$ cat src/debug_ext_pkg.sv
// constants, register map and bus carriers for the external debug interface
// assumes one clock domain; the register port follows the APB v3 protocol
package debug_ext_pkg;

  localparam int DATA_W = 32;
  localparam int ADDR_W = 10;
  localparam int BASE_W = 20;

  // byte offsets of the memory-mapped registers
  localparam logic [11:0] OFF_ROM_ADDRESS = 12'h008;
  localparam logic [11:0] OFF_SELF_ADDRESS = 12'h00C;
  localparam logic [11:0] OFF_CACHE_CONTROL = 12'h028;
  localparam logic [11:0] OFF_STATUS = 12'h088;
  localparam logic [11:0] OFF_RUN_CONTROL = 12'h090;
  localparam logic [11:0] OFF_POWER_CONTROL = 12'h310;
  localparam logic [11:0] OFF_AUTH_STATUS = 12'hFB8;

  // status register fields
  localparam int ST_HALTED = 0;
  localparam int ST_RESTARTED = 1;
  localparam int ST_MOE_LO = 2;
  localparam int ST_FORCE_ACK = 10;
  localparam int ST_HALT_EN_LO = 14;
  localparam int ST_INV = 16;
  localparam int ST_NONINV = 17;

  // run control, power control and cache control fields
  localparam int RC_HALT = 0;
  localparam int RC_RESTART = 1;
  localparam int PC_KEEP_POWER = 0;
  localparam int CC_LINEFILL = 0;
  localparam int CC_WRITE_BACK = 2;

  localparam logic [3:0] MOE_HALT_CMD = 4'h0;
  localparam logic [3:0] MOE_EXT_HALT = 4'h4;

  localparam logic [2:0] CACHE_CONTROL_RST = 3'h0;
  localparam logic POWER_CONTROL_RST = 1'h0;
  localparam logic RESTARTED_RST = 1'h1;

  typedef enum logic [1:0] {RUNNING, ENTERING, HALTED, EXITING} dbg_state_t;

  typedef struct packed {
    logic psel;
    logic penable;
    logic pwrite;
    logic [ADDR_W-1:0] paddr;
    logic [DATA_W-1:0] pwdata;
    logic srcFlag;
  } apb_req_t;

  typedef struct packed {
    logic [DATA_W-1:0] prdata;
    logic pready;
    logic pslverr;
  } apb_rsp_t;

endpackage

$ cat src/sync2.sv
// two-flop level synchroniser for a bundle of pin inputs
// assumes the inputs are quasi-static levels relative to clk_sys
module sync2 #(
  parameter int WIDTH = 1
) (
  input wire logic clk_sys,
  input wire logic rst_b,
  input wire logic [WIDTH-1:0] d,
  output logic [WIDTH-1:0] q
);

  logic [WIDTH-1:0] meta;

  always_ff @(posedge clk_sys) begin
    if (!rst_b) begin
      meta <= '0;
      q <= '0;
    end else begin
      meta <= d;
      q <= meta;
    end
  end

endmodule

$ cat src/apb_debug_slave.sv
// APB v3 slave front end: one wait state, registered read data and error
// assumes the master holds address and controls stable through the access phase
module apb_debug_slave
  import debug_ext_pkg::*;
(
  input wire logic clk_sys,
  input wire logic rst_b,
  input debug_ext_pkg::apb_req_t req,
  input wire logic [debug_ext_pkg::DATA_W-1:0] rdData,
  input wire logic mapped,
  output debug_ext_pkg::apb_rsp_t rsp,
  output logic wrStrobe,
  output logic fromDebugger
);

  logic ackd;
  logic errFlag;
  logic [DATA_W-1:0] rdHold;

  wire access = req.psel & req.penable;
  wire firstCycle = access & ~ackd;

  always_ff @(posedge clk_sys) begin
    if (!rst_b) begin
      ackd <= 1'b0;
      errFlag <= 1'b0;
      rdHold <= '0;
      fromDebugger <= 1'b0;
    end else begin
      ackd <= firstCycle;
      if (firstCycle) begin
        rdHold <= req.pwrite ? '0 : rdData;
        errFlag <= ~mapped;
        fromDebugger <= req.srcFlag;
      end
    end
  end

  // stall one cycle, then complete with data or error
  assign rsp.pready = ackd;
  assign rsp.pslverr = ackd & errFlag;
  assign rsp.prdata = rdHold;
  assign wrStrobe = ackd & req.pwrite & ~errFlag;

  property p_apb_wait;
    @(posedge clk_sys) disable iff (!rst_b)
    firstCycle |=> rsp.pready ##1 !rsp.pready;
  endproperty
  a_apb_wait: assert property (p_apb_wait)
    else $error("access phase did not complete after one wait state");

endmodule

$ cat src/debug_external_interface.sv
// external debug interface: register port, halt and restart handshakes,
// authentication gating, power and cache controls seen in debug state
// assumes pins are asynchronous to clk_sys; core-side inputs are on clk_sys
//
// Behaviour
// - in debug with cache bit 2 clear, data cache hits are write-through
// - instruction cache invalidates are permitted in debug regardless of privilege
// - APB v3 slave, 32-bit data, stalls, errors, address bits 11 down to 2
// - an extra address-side flag tells which source issued each access
// - external halt request enters debug and sets method of entry to 0100
// - halt acknowledge goes high once debug state is entered
// - halt acknowledge is also high while the force-acknowledge bit is set
// - keep-power output follows bit 0 of the power control register
// - ROM base and its valid flag read back through the ROM address register
// - self-offset and its valid flag read back through the self address register
// - restart acknowledge when ready; resume only after restart request drops
// - halt accepted marks entry start; a missing acknowledge means stalled memory
// - non-invasive debug permitted when either enable is high
// - invasive enable low masks halt enables and ignores halting events
// - enables read back in status bits 17:16, 15:14 and authentication status
// - pin restart clears restarted, leaves debug, clears halted, drops ack, sets restarted; run control restart skips the first step
module debug_external_interface
  import debug_ext_pkg::*;
(
  input wire logic clk_sys,
  input wire logic rst_b,
  input debug_ext_pkg::apb_req_t apbReq,
  output debug_ext_pkg::apb_rsp_t apbRsp,
  input wire logic external_halt_request,
  output logic halt_acknowledge,
  output logic halt_accepted,
  input wire logic restart_request,
  output logic restart_acknowledge,
  output logic keep_power_request,
  input wire logic [debug_ext_pkg::BASE_W-1:0] rom_table_base,
  input wire logic rom_table_base_valid,
  input wire logic [debug_ext_pkg::BASE_W-1:0] self_offset,
  input wire logic self_offset_valid,
  input wire logic invasive_enable,
  input wire logic noninvasive_enable,
  input wire logic coreQuiesced,
  input wire logic corePrivileged,
  output logic haltCore,
  output logic coreInDebug,
  output logic dcacheForceWriteThrough,
  output logic dcacheLinefillInhibit,
  output logic icacheMaintPermit,
  output logic noninvasivePermitted,
  output logic accessFromDebugger
);

  import debug_ext_pkg::*;

  function automatic logic hit(input logic [ADDR_W-1:0] a, input logic [11:0] off);
    hit = (a == off[11:2]);
  endfunction

  ////////////////////////////////////////////////////////////////////////////
  // pin synchronisers

  localparam int SYNC_W = 4 + 2 * BASE_W + 2;

  logic [SYNC_W-1:0] syncOut;
  logic haltPin;
  logic restartPin;
  logic invEn;
  logic nonInvEn;
  logic [BASE_W-1:0] romBase;
  logic [BASE_W-1:0] selfOff;
  logic romValid;
  logic selfValid;

  sync2 #(.WIDTH(SYNC_W)) pinSync (
    .clk_sys(clk_sys),
    .rst_b(rst_b),
    .d({external_halt_request, restart_request, invasive_enable, noninvasive_enable,
        rom_table_base, self_offset, rom_table_base_valid, self_offset_valid}),
    .q(syncOut)
  );

  assign {haltPin, restartPin, invEn, nonInvEn, romBase, selfOff, romValid, selfValid} =
    syncOut;

  ////////////////////////////////////////////////////////////////////////////
  // register port

  logic wrStrobe;
  logic [DATA_W-1:0] rdData;
  logic mapped;

  apb_debug_slave slave (
    .clk_sys(clk_sys),
    .rst_b(rst_b),
    .req(apbReq),
    .rdData(rdData),
    .mapped(mapped),
    .rsp(apbRsp),
    .wrStrobe(wrStrobe),
    .fromDebugger(accessFromDebugger)
  );

  wire selRom = hit(apbReq.paddr, OFF_ROM_ADDRESS);
  wire selSelf = hit(apbReq.paddr, OFF_SELF_ADDRESS);
  wire selCache = hit(apbReq.paddr, OFF_CACHE_CONTROL);
  wire selStatus = hit(apbReq.paddr, OFF_STATUS);
  wire selRun = hit(apbReq.paddr, OFF_RUN_CONTROL);
  wire selPower = hit(apbReq.paddr, OFF_POWER_CONTROL);
  wire selAuth = hit(apbReq.paddr, OFF_AUTH_STATUS);

  assign mapped = selRom | selSelf | selCache | selStatus | selRun | selPower | selAuth;

  wire wrCache = wrStrobe & selCache;
  wire wrStatus = wrStrobe & selStatus;
  wire wrRun = wrStrobe & selRun;
  wire wrPower = wrStrobe & selPower;
  wire haltCmd = wrRun & apbReq.pwdata[RC_HALT];
  wire restartCmd = wrRun & apbReq.pwdata[RC_RESTART];

  ////////////////////////////////////////////////////////////////////////////
  // control registers

  dbg_state_t state;
  dbg_state_t next_state;
  logic [2:0] cacheControl;
  logic powerControl;
  logic forceAck;
  logic [1:0] haltEnables;
  logic [3:0] entryMethod;
  logic restartedFlag;
  logic haltPending;

  wire inDebug = (state == HALTED) || (state == EXITING);
  wire haltEvent = invEn & (haltPin | haltPending);
  wire enterNow = (state == RUNNING) && (next_state == ENTERING);
  wire leaveHalt = (state == HALTED) && (next_state != HALTED);
  wire resumeNow = inDebug && (next_state == RUNNING);

  always_ff @(posedge clk_sys) begin
    if (!rst_b) begin
      cacheControl <= CACHE_CONTROL_RST;
      powerControl <= POWER_CONTROL_RST;
      forceAck <= 1'b0;
      haltEnables <= 2'h0;
    end else begin
      if (wrCache) begin
        cacheControl <= apbReq.pwdata[2:0];
      end
      if (wrPower) begin
        powerControl <= apbReq.pwdata[PC_KEEP_POWER];
      end
      if (wrStatus) begin
        forceAck <= apbReq.pwdata[ST_FORCE_ACK];
        haltEnables <= apbReq.pwdata[ST_HALT_EN_LO +: 2];
      end
    end
  end

  // a halt command arriving as the pending one is consumed is kept
  always_ff @(posedge clk_sys) begin
    if (!rst_b) begin
      haltPending <= 1'b0;
    end else if (haltCmd) begin
      haltPending <= 1'b1;
    end else if (enterNow || !invEn) begin
      haltPending <= 1'b0;
    end
  end

  ////////////////////////////////////////////////////////////////////////////
  // halt and restart sequencing

  always_comb begin
    next_state = state;
    case (state)
      RUNNING: begin
        if (haltEvent) begin
          next_state = ENTERING;
        end
      end
      ENTERING: begin
        if (coreQuiesced) begin
          next_state = HALTED;
        end
      end
      HALTED: begin
        if (restartPin) begin
          next_state = EXITING;
        end else if (restartCmd) begin
          next_state = RUNNING;
        end
      end
      EXITING: begin
        if (!restartPin) begin
          next_state = RUNNING;
        end
      end
      default: begin
        next_state = RUNNING;
      end
    endcase
  end

  always_ff @(posedge clk_sys) begin
    if (!rst_b) begin
      state <= RUNNING;
      entryMethod <= MOE_HALT_CMD;
      restartedFlag <= RESTARTED_RST;
    end else begin
      state <= next_state;
      if (enterNow) begin
        entryMethod <= haltPin ? MOE_EXT_HALT : MOE_HALT_CMD;
      end
      if (resumeNow) begin
        restartedFlag <= 1'b1;
      end else if (leaveHalt) begin
        restartedFlag <= 1'b0;
      end
    end
  end

  assign halt_accepted = (state == ENTERING);
  assign halt_acknowledge = inDebug | forceAck;
  assign restart_acknowledge = (state == EXITING);
  assign haltCore = (state != RUNNING);
  assign coreInDebug = inDebug;
  assign keep_power_request = powerControl;

  ////////////////////////////////////////////////////////////////////////////
  // cache, privilege and authentication effects

  assign dcacheForceWriteThrough = inDebug & ~cacheControl[CC_WRITE_BACK];
  assign dcacheLinefillInhibit = inDebug & ~cacheControl[CC_LINEFILL];
  assign icacheMaintPermit = corePrivileged | inDebug;
  assign noninvasivePermitted = invEn | nonInvEn;

  ////////////////////////////////////////////////////////////////////////////
  // read data

  wire [1:0] effEnables = haltEnables & {2{invEn}};
  wire [DATA_W-1:0] statusWord = {14'h0000, nonInvEn, invEn, effEnables, 3'h0, forceAck,
    4'h0, entryMethod, restartedFlag, inDebug};
  wire [DATA_W-1:0] authWord = {28'h000_0000, 1'b1, noninvasivePermitted, 1'b1, invEn};
  wire [DATA_W-1:0] romWord = {romBase, 11'h000, romValid};
  wire [DATA_W-1:0] selfWord = {selfOff, 11'h000, selfValid};

  assign rdData = selStatus ? statusWord :
                  selAuth ? authWord :
                  selRom ? romWord :
                  selSelf ? selfWord :
                  selCache ? {29'h0000_0000, cacheControl} :
                  selPower ? {31'h0000_0000, powerControl} :
                  32'h0000_0000;

  ////////////////////////////////////////////////////////////////////////////
  // checks

  property p_ext_entry;
    @(posedge clk_sys) disable iff (!rst_b)
    (state == RUNNING && invEn && haltPin) |=> halt_accepted && entryMethod == 4'h4;
  endproperty
  a_ext_entry: assert property (p_ext_entry)
    else $error("external halt did not start entry with method 0100");

  property p_ack_on_entry;
    @(posedge clk_sys) disable iff (!rst_b)
    (halt_accepted && coreQuiesced) |=> halt_acknowledge && !halt_accepted;
  endproperty
  a_ack_on_entry: assert property (p_ack_on_entry)
    else $error("halt acknowledge missing after debug entry");

  property p_force_ack;
    @(posedge clk_sys) disable iff (!rst_b)
    (wrStatus && apbReq.pwdata[10]) |=> halt_acknowledge;
  endproperty
  a_force_ack: assert property (p_force_ack)
    else $error("force acknowledge did not raise halt acknowledge");

  property p_keep_power;
    @(posedge clk_sys) disable iff (!rst_b)
    wrPower |=> keep_power_request == $past(apbReq.pwdata[0]);
  endproperty
  a_keep_power: assert property (p_keep_power)
    else $error("keep power does not follow power control bit 0");

  property p_resume;
    @(posedge clk_sys) disable iff (!rst_b)
    (restart_acknowledge && !restartPin) |=> !haltCore && restartedFlag && !restart_acknowledge;
  endproperty
  a_resume: assert property (p_resume)
    else $error("core did not resume after restart request dropped");

  property p_restart_seq;
    @(posedge clk_sys) disable iff (!rst_b)
    (state == HALTED && restartPin) |=> restart_acknowledge && !restartedFlag && haltCore;
  endproperty
  a_restart_seq: assert property (p_restart_seq)
    else $error("restart did not clear restarted flag and acknowledge");

  property p_no_halt_without_inv;
    @(posedge clk_sys) disable iff (!rst_b)
    (state == RUNNING && !invEn) |=> !halt_accepted;
  endproperty
  a_no_halt_without_inv: assert property (p_no_halt_without_inv)
    else $error("halting event taken with invasive debug disabled");

  property p_entry_no_ack;
    @(posedge clk_sys) disable iff (!rst_b)
    $rose(halt_accepted) |-> !inDebug ##1 (halt_accepted || inDebug);
  endproperty
  a_entry_no_ack: assert property (p_entry_no_ack)
    else $error("halt accepted did not lead toward debug state");

  property p_write_through;
    @(posedge clk_sys) disable iff (!rst_b)
    dcacheForceWriteThrough |-> inDebug && !cacheControl[2];
  endproperty
  a_write_through: assert property (p_write_through)
    else $error("write-through forced outside debug state");

  property p_icache_debug;
    @(posedge clk_sys) disable iff (!rst_b)
    $rose(inDebug) |-> icacheMaintPermit;
  endproperty
  a_icache_debug: assert property (p_icache_debug)
    else $error("instruction cache maintenance refused in debug state");

  property p_noninv;
    @(posedge clk_sys) disable iff (!rst_b)
    (!invEn && !nonInvEn) |-> !noninvasivePermitted;
  endproperty
  a_noninv: assert property (p_noninv)
    else $error("non-invasive debug permitted with both enables low");

endmodule

$ cat config.mk
export PLATFORM = sky130hd
export DESIGN_NAME = debug_external_interface
export DESIGN_NICKNAME = d
export VERILOG_FILES = /design/src/debug_ext_pkg.sv /design/src/sync2.sv /design/src/apb_debug_slave.sv /design/src/debug_external_interface.sv
export SDC_FILE = /design/constraint.sdc
export NUM_CORES = 1
export LEC_CHECK = 0
export BUFFER_PORTS_ARGS = -buffer_cell sky130_fd_sc_hd__buf_4
export CAP_MARGIN = 10
export CORE_MARGIN = 4
export CORE_UTILIZATION = 24
export DETAILED_ROUTE_END_ITERATION = 16
export HOLD_SLACK_MARGIN = 0.02
export PLACE_DENSITY = 0.43
export REMOVE_ABC_BUFFERS = 1
export SETUP_SLACK_MARGIN = 0.05
export SLEW_MARGIN = 5
export SYNTH_ARGS = -nofsm -noshare
export SYNTH_HDL_FRONTEND = slang
export SYNTH_SLANG_ARGS = --single-unit
$ cat constraint.sdc
create_clock -name clk_sys -period 2 [get_ports clk_sys]
set_input_delay 0.2 -clock clk_sys [delete_from_list [all_inputs] [get_ports clk_sys]]
set_output_delay 0.2 -clock clk_sys [all_outputs]
set_load 0.005 [all_outputs]
; Word-level counts from Yosys, hierarchy flattened
; Cells that the tools add are included.
[totals]
wordCells = 84
in_bits = 96
reg_bits = 142
[op_classes]
n_reduce_logical = 11
bitwise_logic = 31
eq_ne = 12
muxes = 16
[op_table]
columns = op, count
row1 = two-way mux 32 bit, 5
row2 = == test 10 x 2 -> 1 bit (second input constant), 2
row3 = == test 10 x 6 -> 1 bit (second input constant), 2
row4 = AND 1 bit, 14
row5 = == test 10 bit (second input constant), 1
row6 = == test 10 x 4 -> 1 bit (second input constant), 1
row7 = == test 10 x 8 -> 1 bit (second input constant), 1
row8 = two-way mux 2 bit, 5
row9 = OR 1 bit, 10
row10 = one-hot mux 2 bit (4 select lines), 1
row11 = two-way mux 3 bit, 2
row12 = inverter 1 bit, 6
row13 = == test 2 x 1 -> 1 bit (second input constant), 2
row14 = == test 2 bit (second input constant), 2
row15 = logical NOT 2 bit, 2
row16 = nonzero test 2 bit, 2
row17 = logical AND 1 bit, 3
row18 = two-way mux 1 bit, 3
row19 = AND 2 bit, 1
row20 = logical OR 1 bit, 2
row21 = != test 2 bit (second input constant), 1
row22 = OR reduction 2 bit, 1
row23 = logical NOT 1 bit, 1

; Longest topological paths before layout
; Gate-level depths: netlist (run 1).
[logic_depth]
ltp_word = 12
ltp_mapped = 6
depth_no_buf = 5

; Hierarchy
; A second synthesis (run 1) with hierarchy kept.
[hier_totals]
hier_cells = 496
hier_area_um2 = 5233.8
[by_module_without_submodules]
columns = module, cells_each, instances, area_per_inst_um2
row1 = sync2, 194, 1, 2523.7
row2 = apb_debug_slave, 157, 1, 1586.5
row3 = debug_external_interface, 145, 1, 1123.6

; Worst setup path before layout (run 1)
; OpenSTA, ideal clock, no wires.
[synth_path]
path_type = in2reg
from = in apbReq[35] in the netlist's numbering
to = reg cacheControl[2]
setup_time_ns = 0.128
path_buffers = 1
arrival_time_ns = 1.510
required_time_ns = 1.872
slack_ns = 0.363
path_stages = 6
path_cell_list = or4b_4 > nor3_2 > and3_1 > buf_4 > mux2i_1 > nor2_1
[synth_via]
elab_chain_len = 2
[synth_rtl]
columns = element, line_no
row1 = "start, declared", debug_external_interface.sv:27  ; input debug_ext_pkg::apb_req_t apbReq,
row2 = == test 10 x 4 -> 1 bit, debug_external_interface.sv:55  ; hit = (a == off[11:2]);
row3 = AND 1 bit, debug_external_interface.sv:112  ; wire wrCache = wrStrobe & selCache;
row4 = "end signal, assigned", debug_external_interface.sv:146  ; cacheControl <= apbReq.pwdata[2:0];
row5 = "end, declared", debug_external_interface.sv:124  ; logic [2:0] cacheControl;
; Every way passes these cells.
; A chain may end at the register's enable or synchronous reset.

; Worst setup path in the final report (run 1)
[layout_path]
from = reg slave.ackd
to = reg slave.rdHold[14]
[layout_via]
elab_chain_len = 2
[layout_rtl]
columns = element, line_no
row1 = "start, declared", apb_debug_slave.sv:16  ; logic ackd;
row2 = "start signal, assigned", apb_debug_slave.sv:30  ; ackd <= firstCycle;
row3 = inverter 1 bit, apb_debug_slave.sv:21  ; wire firstCycle = access & ~ackd;
row4 = AND 1 bit, apb_debug_slave.sv:21
row5 = "end signal, assigned", apb_debug_slave.sv:32  ; rdHold <= req.pwrite ? '0 : rdData;
row6 = "end, declared", apb_debug_slave.sv:18  ; logic [DATA_W-1:0] rdHold;
; Every way passes these cells.

==> summary.md, run 1 <==
| Metric | Value |
|---|---|
| Outcome | `complete, no violations` |
| Yosys top cell area share | `58.5%` |
| Antenna Violating Nets Remaining | `0` |
| Max-cap violations | `0` |
| F_max | `650 MHz` |
| Synth warn | `0` |
| Min Tclk post-route | `1.54 ns` |
| Utilization after layout | `36.2%` |
| Post-Layout Cell Count | `849` |
| Pint | `5.14 mW` |
| Post-synth top area cell | `dfxtp_1` |
| Worst-Skew Late Latency | `0.41 ns` |
| Via Count | `3508` |
| Die H | `146 um` |
| Top cells by area, synth | `dfxtp_1 58%, and2_1 13%, mux2i_1 6.2%` |
| Router iterations before antenna repair | `4` |
| Hold_buf cts | `50` |
| Site Rows | `50` |
| Routed length per instance | `13.3 um` |
| Final setup vio count | `0` |
| Area of the multi-input gates | `1740 um^2` |
| Die ar. | `21200 um^2` |
| Leakage power | `2.92 nW` |
| Hold depth | `3` |
| Initial antenna violation count | `0` |
| DIE WIDTH | `146 um` |
| Clock-pin slew on the worst setup and hold paths | `0.06 ns` |
| Fraction of layout cells with a size suffix above 1 | `26.3%` |
| Pwr dens | `952 nW/um^2` |
| WS Path Type | `reg -> reg` |
| R2r setup slk | `0.46 ns` |
| Unrepaired setup endpoints after global routing | `no` |
| Crit path largest cell delay | `0.44 ns` |
| FF+latch count, synth | `133` |
| Post-DP Area | `5640 um^2` |
| Hold Path Class | `in -> reg` |
| Layout Nets | `698` |
| Num CTS Buffers | `17` |
| Synth cell types | `46` |
| Sequential element share of the synthesized area | `58.5%` |
| Dpl cells | `767` |
| Synth Instances | `436` |
| CTS tree | `built` |
| Slew Limit Headroom | `54.0%` |
| Setup TNS | `0 ns` |
| Switching Share | `20.3%` |
| Total length of routed wires | `11300 um` |
| Mean post-synth cell area | `10.4 um^2` |
| Period utilization | `77.0%` |
| Post-synthesis cell area | `4550 um^2` |
| Worst Hold Margin | `0.0458 ns` |
| Register Area | `2660 um^2` |
| Largest net degree at the start of global routing | `93` |
| Core area | `18700 um^2` |
| Worst slack at placement | `0.163 ns` |
| Setup Skew | `0.00835 ns` |
| Max clock buf depth | `2` |
| Critical Path RT | `2.33 ns` |
| CTS root buffer | `clkbuf_16` |
| First-pass GRT wire length | `18300 um` |
| Dpl hpwl | `7860 um` |
| Slew at the pin with the worst max-slew slack | `0.690 ns` |
| # diodes | `0` |
| Initial Util | `24.3%` |
| CTS Sinks | `133` |
| Crit Path Max Fanout | `5` |
| CP arrival | `1.87 ns` |
| Total global-route track usage | `11.0%` |
| Total grt overflow | `0` |
| Crit end category | `register` |
| Seq pwr share | `42.8%` |
| Final setup margin | `0.460 ns` |
| Net switching power | `1.31 mW` |
| DRC viols | `0` |
| Filler cells | `1867` |
| Design Area, Final | `6770 um^2` |
| Vias per cell | `4.13` |
| Resize count post-CTS | `0` |
| Final Hold Viols | `0` |
| Top-Level Pins | `141` |
| Final Wtd Congestion | `0.782` |
| Startpoint types | `register` |
| Slowest-stage cell, CP | `or4_4` |
| Clock Power Share | `50.8%` |
| Port Buffers | `108` |
| H-tree Lvls | `4` |
| Crit path cell chain | `and4bb_1 > nand2_1 > or4_4 > o31ai_1` |
| VDD IR-drop max | `0.541 mV` |
| Total power | `6.45 mW` |
| Syn-to-layout area delta | `48.8%` |
| Combinational share of power | `6.4%` |
| Iteration-0 DRC Markers | `125` |
| Final Max Slew Viols | `0` |
| Postcts setup bufs | `0` |
| Reg2Reg Depth | `4` |
| Vias in the first global route | `3566` |
[routing by layer]
| layer | track usage [%] | vias up | wire (um) |
|---|---|---|---|
| li1 | - | 1787 | - |
| met1 | 12.9 | 1594 | 4930 |
| met2 | 17.8 | 111 | 5320 |
| met3 | 4.52 | 16 | 837 |
| met4 | 4.42 | 0 | 202 |
| met5 | 0 | - | 0 |
[final timing paths]
check,startpoint,to
worst min-delay path,apbReq[0],slave.fromDebugger
worst max register to register,slave.ackd,slave.rdHold[14]
worst max-delay path,slave.ackd,slave.rdHold[14]
worst min register to register,pinSync.meta[23],pinSync.q[23]
[worst max-delay path, delay by kind of cell (launching register included)]
family,cells,cell delay [ns]
and+or+nand+nor,3,0.94
DFF,1,0.30
AOI/OAI and AO/OA,1,0.23
[area by class of cell]
cell class / count / share of cell area, %
well taps: 234 / 4.32
inverters: 5 / 0.277
multi-input cells: 272 / 25.7
flip-flops and latches: 133 / 39.3
clock inverters: 12 / 2.62
clock buffers: 20 / 6.74
repair buffers: 173 / 21.0
[synth_stat cells, drive strengths merged]
master / number
nand2: 13
nand3b: 2
conb: 1
and4: 1
nor2b: 2
or2: 5
clkinv: 1
or4: 1
or4b: 2
and3b: 1
and2: 94
nand3: 5
nand4b: 2
and4bb: 1
nor3b: 1
o2bb2ai: 1
o2111ai: 2
nor4b: 1
o22ai: 2
a22oi: 4
nor4: 2
nor2: 37
or3: 1
inv: 4
buf: 11
nand2b: 2
a2bb2oi: 16
o21ai: 11
dfxtp: 133
clkbuf: 20
nand4: 5
or3b: 1
mux2i: 28
nor3: 5
o31ai: 4
and3: 2
a32oi: 1
a21boi: 1
a21oi: 10
[placed cells by master, fill, tap and decap left out, types with 10 or more instances in the layout]
cell           instances
mux2i_1               28
buf_4                123
nor2_1                37
dfxtp_1              133
a21oi_1               10
clkbuf_16             17
dlygate4sd3_1         50
and2_1                94
a2bb2oi_1             16
nand2_1               13
[flip-flops by register name, indices dropped and copies added (netlist names)]
register,cells
entryMethod,1
forceAck,1
haltPending,1
cacheControl,3
pinSync.meta,46
keep_power_request,1
slave.errFlag,1
pinSync.q,46
state,2
slave.rdHold,26
slave.fromDebugger,1
restartedFlag,1
slave.ackd,1
haltEnables,2
[power groups by stage]
stage | registers, mW | logic (mW) | clock network [mW]
6_report | 2.76 | 0.410 | 3.28
5_1_grt | 2.77 | 0.454 | 3.50
4_1_cts | 2.76 | 0.420 | 3.37
3_5_place_dp | 2.82 | 0.341 | 0
3_3_place_gp | 2.82 | 0.339 | 0
2_1_floorplan | 2.81 | 0.127 | 0
[kinds of logic (layout without fill, tap and decap cells)]
family | count (synthesis) | after routing | share of synthesized area [%]
AND/OR/NAND/NOR | 186 | 186 | 23.7
AO/OA/AOI/OAI | 52 | 52 | 7.91
other | 1 | 6 | 0.0824
flip-flops | 133 | 133 | 58.5
buffers and inverters | 36 | 210 | 3.68
multiplexers | 28 | 28 | 6.16
Power figures use the tool's default switching activity.
==> run 2, diff against run 1 <==
- ABC_AREA: not set -> 1
- PLACE_DENSITY: 0.43 -> 0.42
- clock period: 2 -> 1.57 ns (I/O delays scaled with it)
==> run 2 against run 1 <==
Net effect:
- sequential power up 28%
- total power grew 25%
- die area grew 8.0%
- largest power group unchanged
==> summary.md, run 2 <==
| Metric | Value |
|---|---|
| Area of the multi-input gates | `1640 um^2 (-5.6%)` |
| FF+latch count, synth | `133 (unchanged)` |
| Hold Path Class | `in -> reg` |
| Commonest cells after routing, fill and taps aside | `202 x nand2_1, 132 x dfxtp_1, 117 x inv_1` |
| Async SR Flop Fraction | `0% (unchanged)` |
| Design Area, Final | `7200 um^2 (+6.4%)` |
| Largest net degree at the start of global routing | `71 (-24%)` |
| Final Wtd Congestion | `0.768 (-1.9%)` |
| Crit Path Max Fanout | `8 (+3)` |
| Total length of routed wires | `12400 um (+9.6%)` |
| Launch point of the worst reg-to-reg path | `slave.ackd` |
| Dpl hpwl | `8210 um (+4.5%)` |
| EDFF count, synth | `0 (unchanged)` |
| Mean post-synth cell area | `7.76 um^2 (-26%)` |
| Router iterations before antenna repair | `4 (unchanged)` |
| Synth cell types | `34 (-26%)` |
| CTS root buffer | `clkbuf_16` |
| Dpl cells | `999 (+30%)` |
| Vias per cell | `3.75 (-9.2%)` |
| Post-DP Area | `6070 um^2 (+7.6%)` |
| Seq pwr share | `43.6% (+0.8 points)` |
| Antenna Violating Nets Remaining | `0 (unchanged)` |
| Routed length per instance | `11.4 um (-14%)` |
| Via Count | `4061 (+16%)` |
| CTS tree | `built` |
| Site Rows | `52 (+4.0%)` |
| Final Hold Viols | `0 (unchanged)` |
| Most common cell after layout, fill and taps aside | `nand2_1` |
| Yosys top cell area share | `53.9% (-4.5 points)` |
| H-tree Lvls | `4 (unchanged)` |
| Filler cells | `2155 (+15%)` |
| Startpoint types | `register` |
| Final setup vio count | `0 (unchanged)` |
| Outcome | `complete, no violations` |
| Core area | `20200 um^2 (+8.2%)` |
| Leakage power | `3.80 nW (+30%)` |
| Hold_sp | `apbReq[3]` |
| DRC viols | `0 (unchanged)` |
| Top cells by area, synth | `dfxtp_1 54%, nand2_1 15%, inv_1 8.9%` |
| Top-Level Pins | `141 (unchanged)` |
| Sequential element share of the synthesized area | `53.9% (-4.5 points)` |
| Vias in the first global route | `3769 (+5.7%)` |
| WS Path Type | `reg -> out` |
| Net switching power | `1.76 mW (+35%)` |
| Pint | `6.32 mW (+23%)` |
| F_max | `689 MHz` |
| Fraction of layout cells with a size suffix above 1 | `24.9% (-1.5 points)` |
| Synth top cells by count | `202 x nand2_1, 133 x dfxtp_1, 117 x inv_1` |
| Port Buffers | `108 (unchanged)` |
| Critical Path RT | `1.41 ns (-0.92 ns)` |
| Top Registers | `pinSync.meta (46), pinSync.q (46), slave.rdHold (26)` |
| Pwr dens | `1120 nW/um^2 (+18%)` |
| Final Max Slew Viols | `0 (unchanged)` |
| VDD IR-drop max | `0.683 mV (+26%)` |
| Clock-pin slew on the worst setup and hold paths | `0.06 ns (about the same)` |
| Crit end category | `primary output` |
| Synth Instances | `636 (+46%)` |
| Utilization after layout | `35.6% (-0.61 points)` |
| Max-cap violations | `0 (unchanged)` |
| Unrepaired setup endpoints after global routing | `no` |
| Critical path origin | `state[1]` |
| Period utilization | `92.5%` |
| Worst-Skew Late Latency | `0.41 ns (about the same)` |
| Iteration-0 DRC Markers | `127 (+1.6%)` |
| Switching Share | `21.8% (+1.5 points)` |
| Num CTS Buffers | `17 (unchanged)` |
| Die ar. | `22900 um^2 (+8.0%)` |
| Combinational share of power | `6.7% (+0.3 points)` |
| Syn-to-layout area delta | `45.9%` |
| Max clock buf depth | `2 (unchanged)` |
| Main synth FF type | `dfxtp_1` |
| Total grt overflow | `0 (unchanged)` |
| Setup Skew | `0.00573 ns (-0.00262 ns)` |
| CTS Sinks | `133 (unchanged)` |
| Post-synthesis cell area | `4940 um^2 (+8.4%)` |
| Min Tclk post-route | `1.45 ns` |
| # diodes | `0 (unchanged)` |
| Post-synth top area cell | `dfxtp_1` |
| Initial Util | `24.4% (+0.059 points)` |
| First-pass GRT wire length | `19500 um (+6.8%)` |
| Total global-route track usage | `11.2% (+0.17 points)` |
| Synth warn | `0 (unchanged)` |
| Most instantiated library cell after synthesis | `nand2_1` |
| Die H | `151 um (+3.9%)` |
| Post-Layout Cell Count | `1082 (+27%)` |
| Setup TNS | `0 ns (unchanged)` |
| CP arrival | `1.29 ns (-0.58 ns)` |
| Clock Power Share | `49.7% (-1.1 points)` |
| Initial antenna violation count | `0 (unchanged)` |
| Layout Nets | `895 (+28%)` |
| DIE WIDTH | `151 um (+3.9%)` |
| Register Area | `2660 um^2 (about the same)` |
==> run 2: critical path, cell delays in order, from the launching register on <==
cell	delay, ns
dfxtp_2	0.33
buf_6	0.13
or2_2	0.29
buf_4	0.14
==> run 2: cell type report <==
cell class / instances / share of cell area [%]
flip-flops and latches: 133 / 37.0
multi-input cells: 352 / 22.8
repair buffers: 172 / 20.7
inverters: 123 / 6.44
clock buffers: 20 / 6.20
well taps: 270 / 4.69
clock inverters: 12 / 2.15
==> run 2: path summary, 6_finish.rpt <==
kind                             to  slack [ns]  depth (start not counted)
hold / removal      cacheControl[2]        0.04                          3
setup / recovery  icacheMaintPermit        0.12                          3
setup reg to reg      restartedFlag        0.20                         10
hold reg to reg       pinSync.q[15]        0.40                          2
==> run 2: repair_timing <==
| item | CTS | global route |
|---|---|---|
| setup endpoints to repair | 1 | 17 |
| endpoints found under the hold margin | 49 | 0 |
| gates resized for setup | 1 | 1 |
| pin swaps | 0 | 1 |
| hold buffers | 49 | 0 |
| setup buffers | 0 | 2 |
==> run 2: logic make-up after synthesis <==
kind of cell | Yosys count | share of synthesized area, %
buf+inv | 156 | 13.2
compound gates | 55 | 6.94
other cells | 1 | 0.0760
flops | 133 | 53.9
simple gates | 291 | 25.8
==> run 2: through the flow <==
step / power (mW) / setup slack (ns) / hold WS [ns]
floorplan: 3.76 / 0.0671 / 0.250
global placement: 4.04 / 0.110 / 0.339
detailed placement: 4.04 / 0.0978 / 0.341
CTS: 8.22 / 0.0718 / 0.0224
global route: 8.43 / 0.0526 / 0.0619
finish: 8.08 / 0.118 / 0.0440
==> run 2: layer usage <==
layer	wire length [um]	track usage (%)
met1	5830	14.1
met2	5740	18.0
met3	643	3.32
met4	153	4.08
met5	0	0
==> run 2: power by group through the flow <==
stage / Sequential (mW) / Combinational [mW] / Clock [mW]
finish: 3.52 / 0.539 / 4.02
global route: 3.53 / 0.604 / 4.30
CTS: 3.52 / 0.538 / 4.15
detailed placement: 3.60 / 0.442 / 0
global placement: 3.60 / 0.441 / 0
floorplan: 3.59 / 0.167 / 0
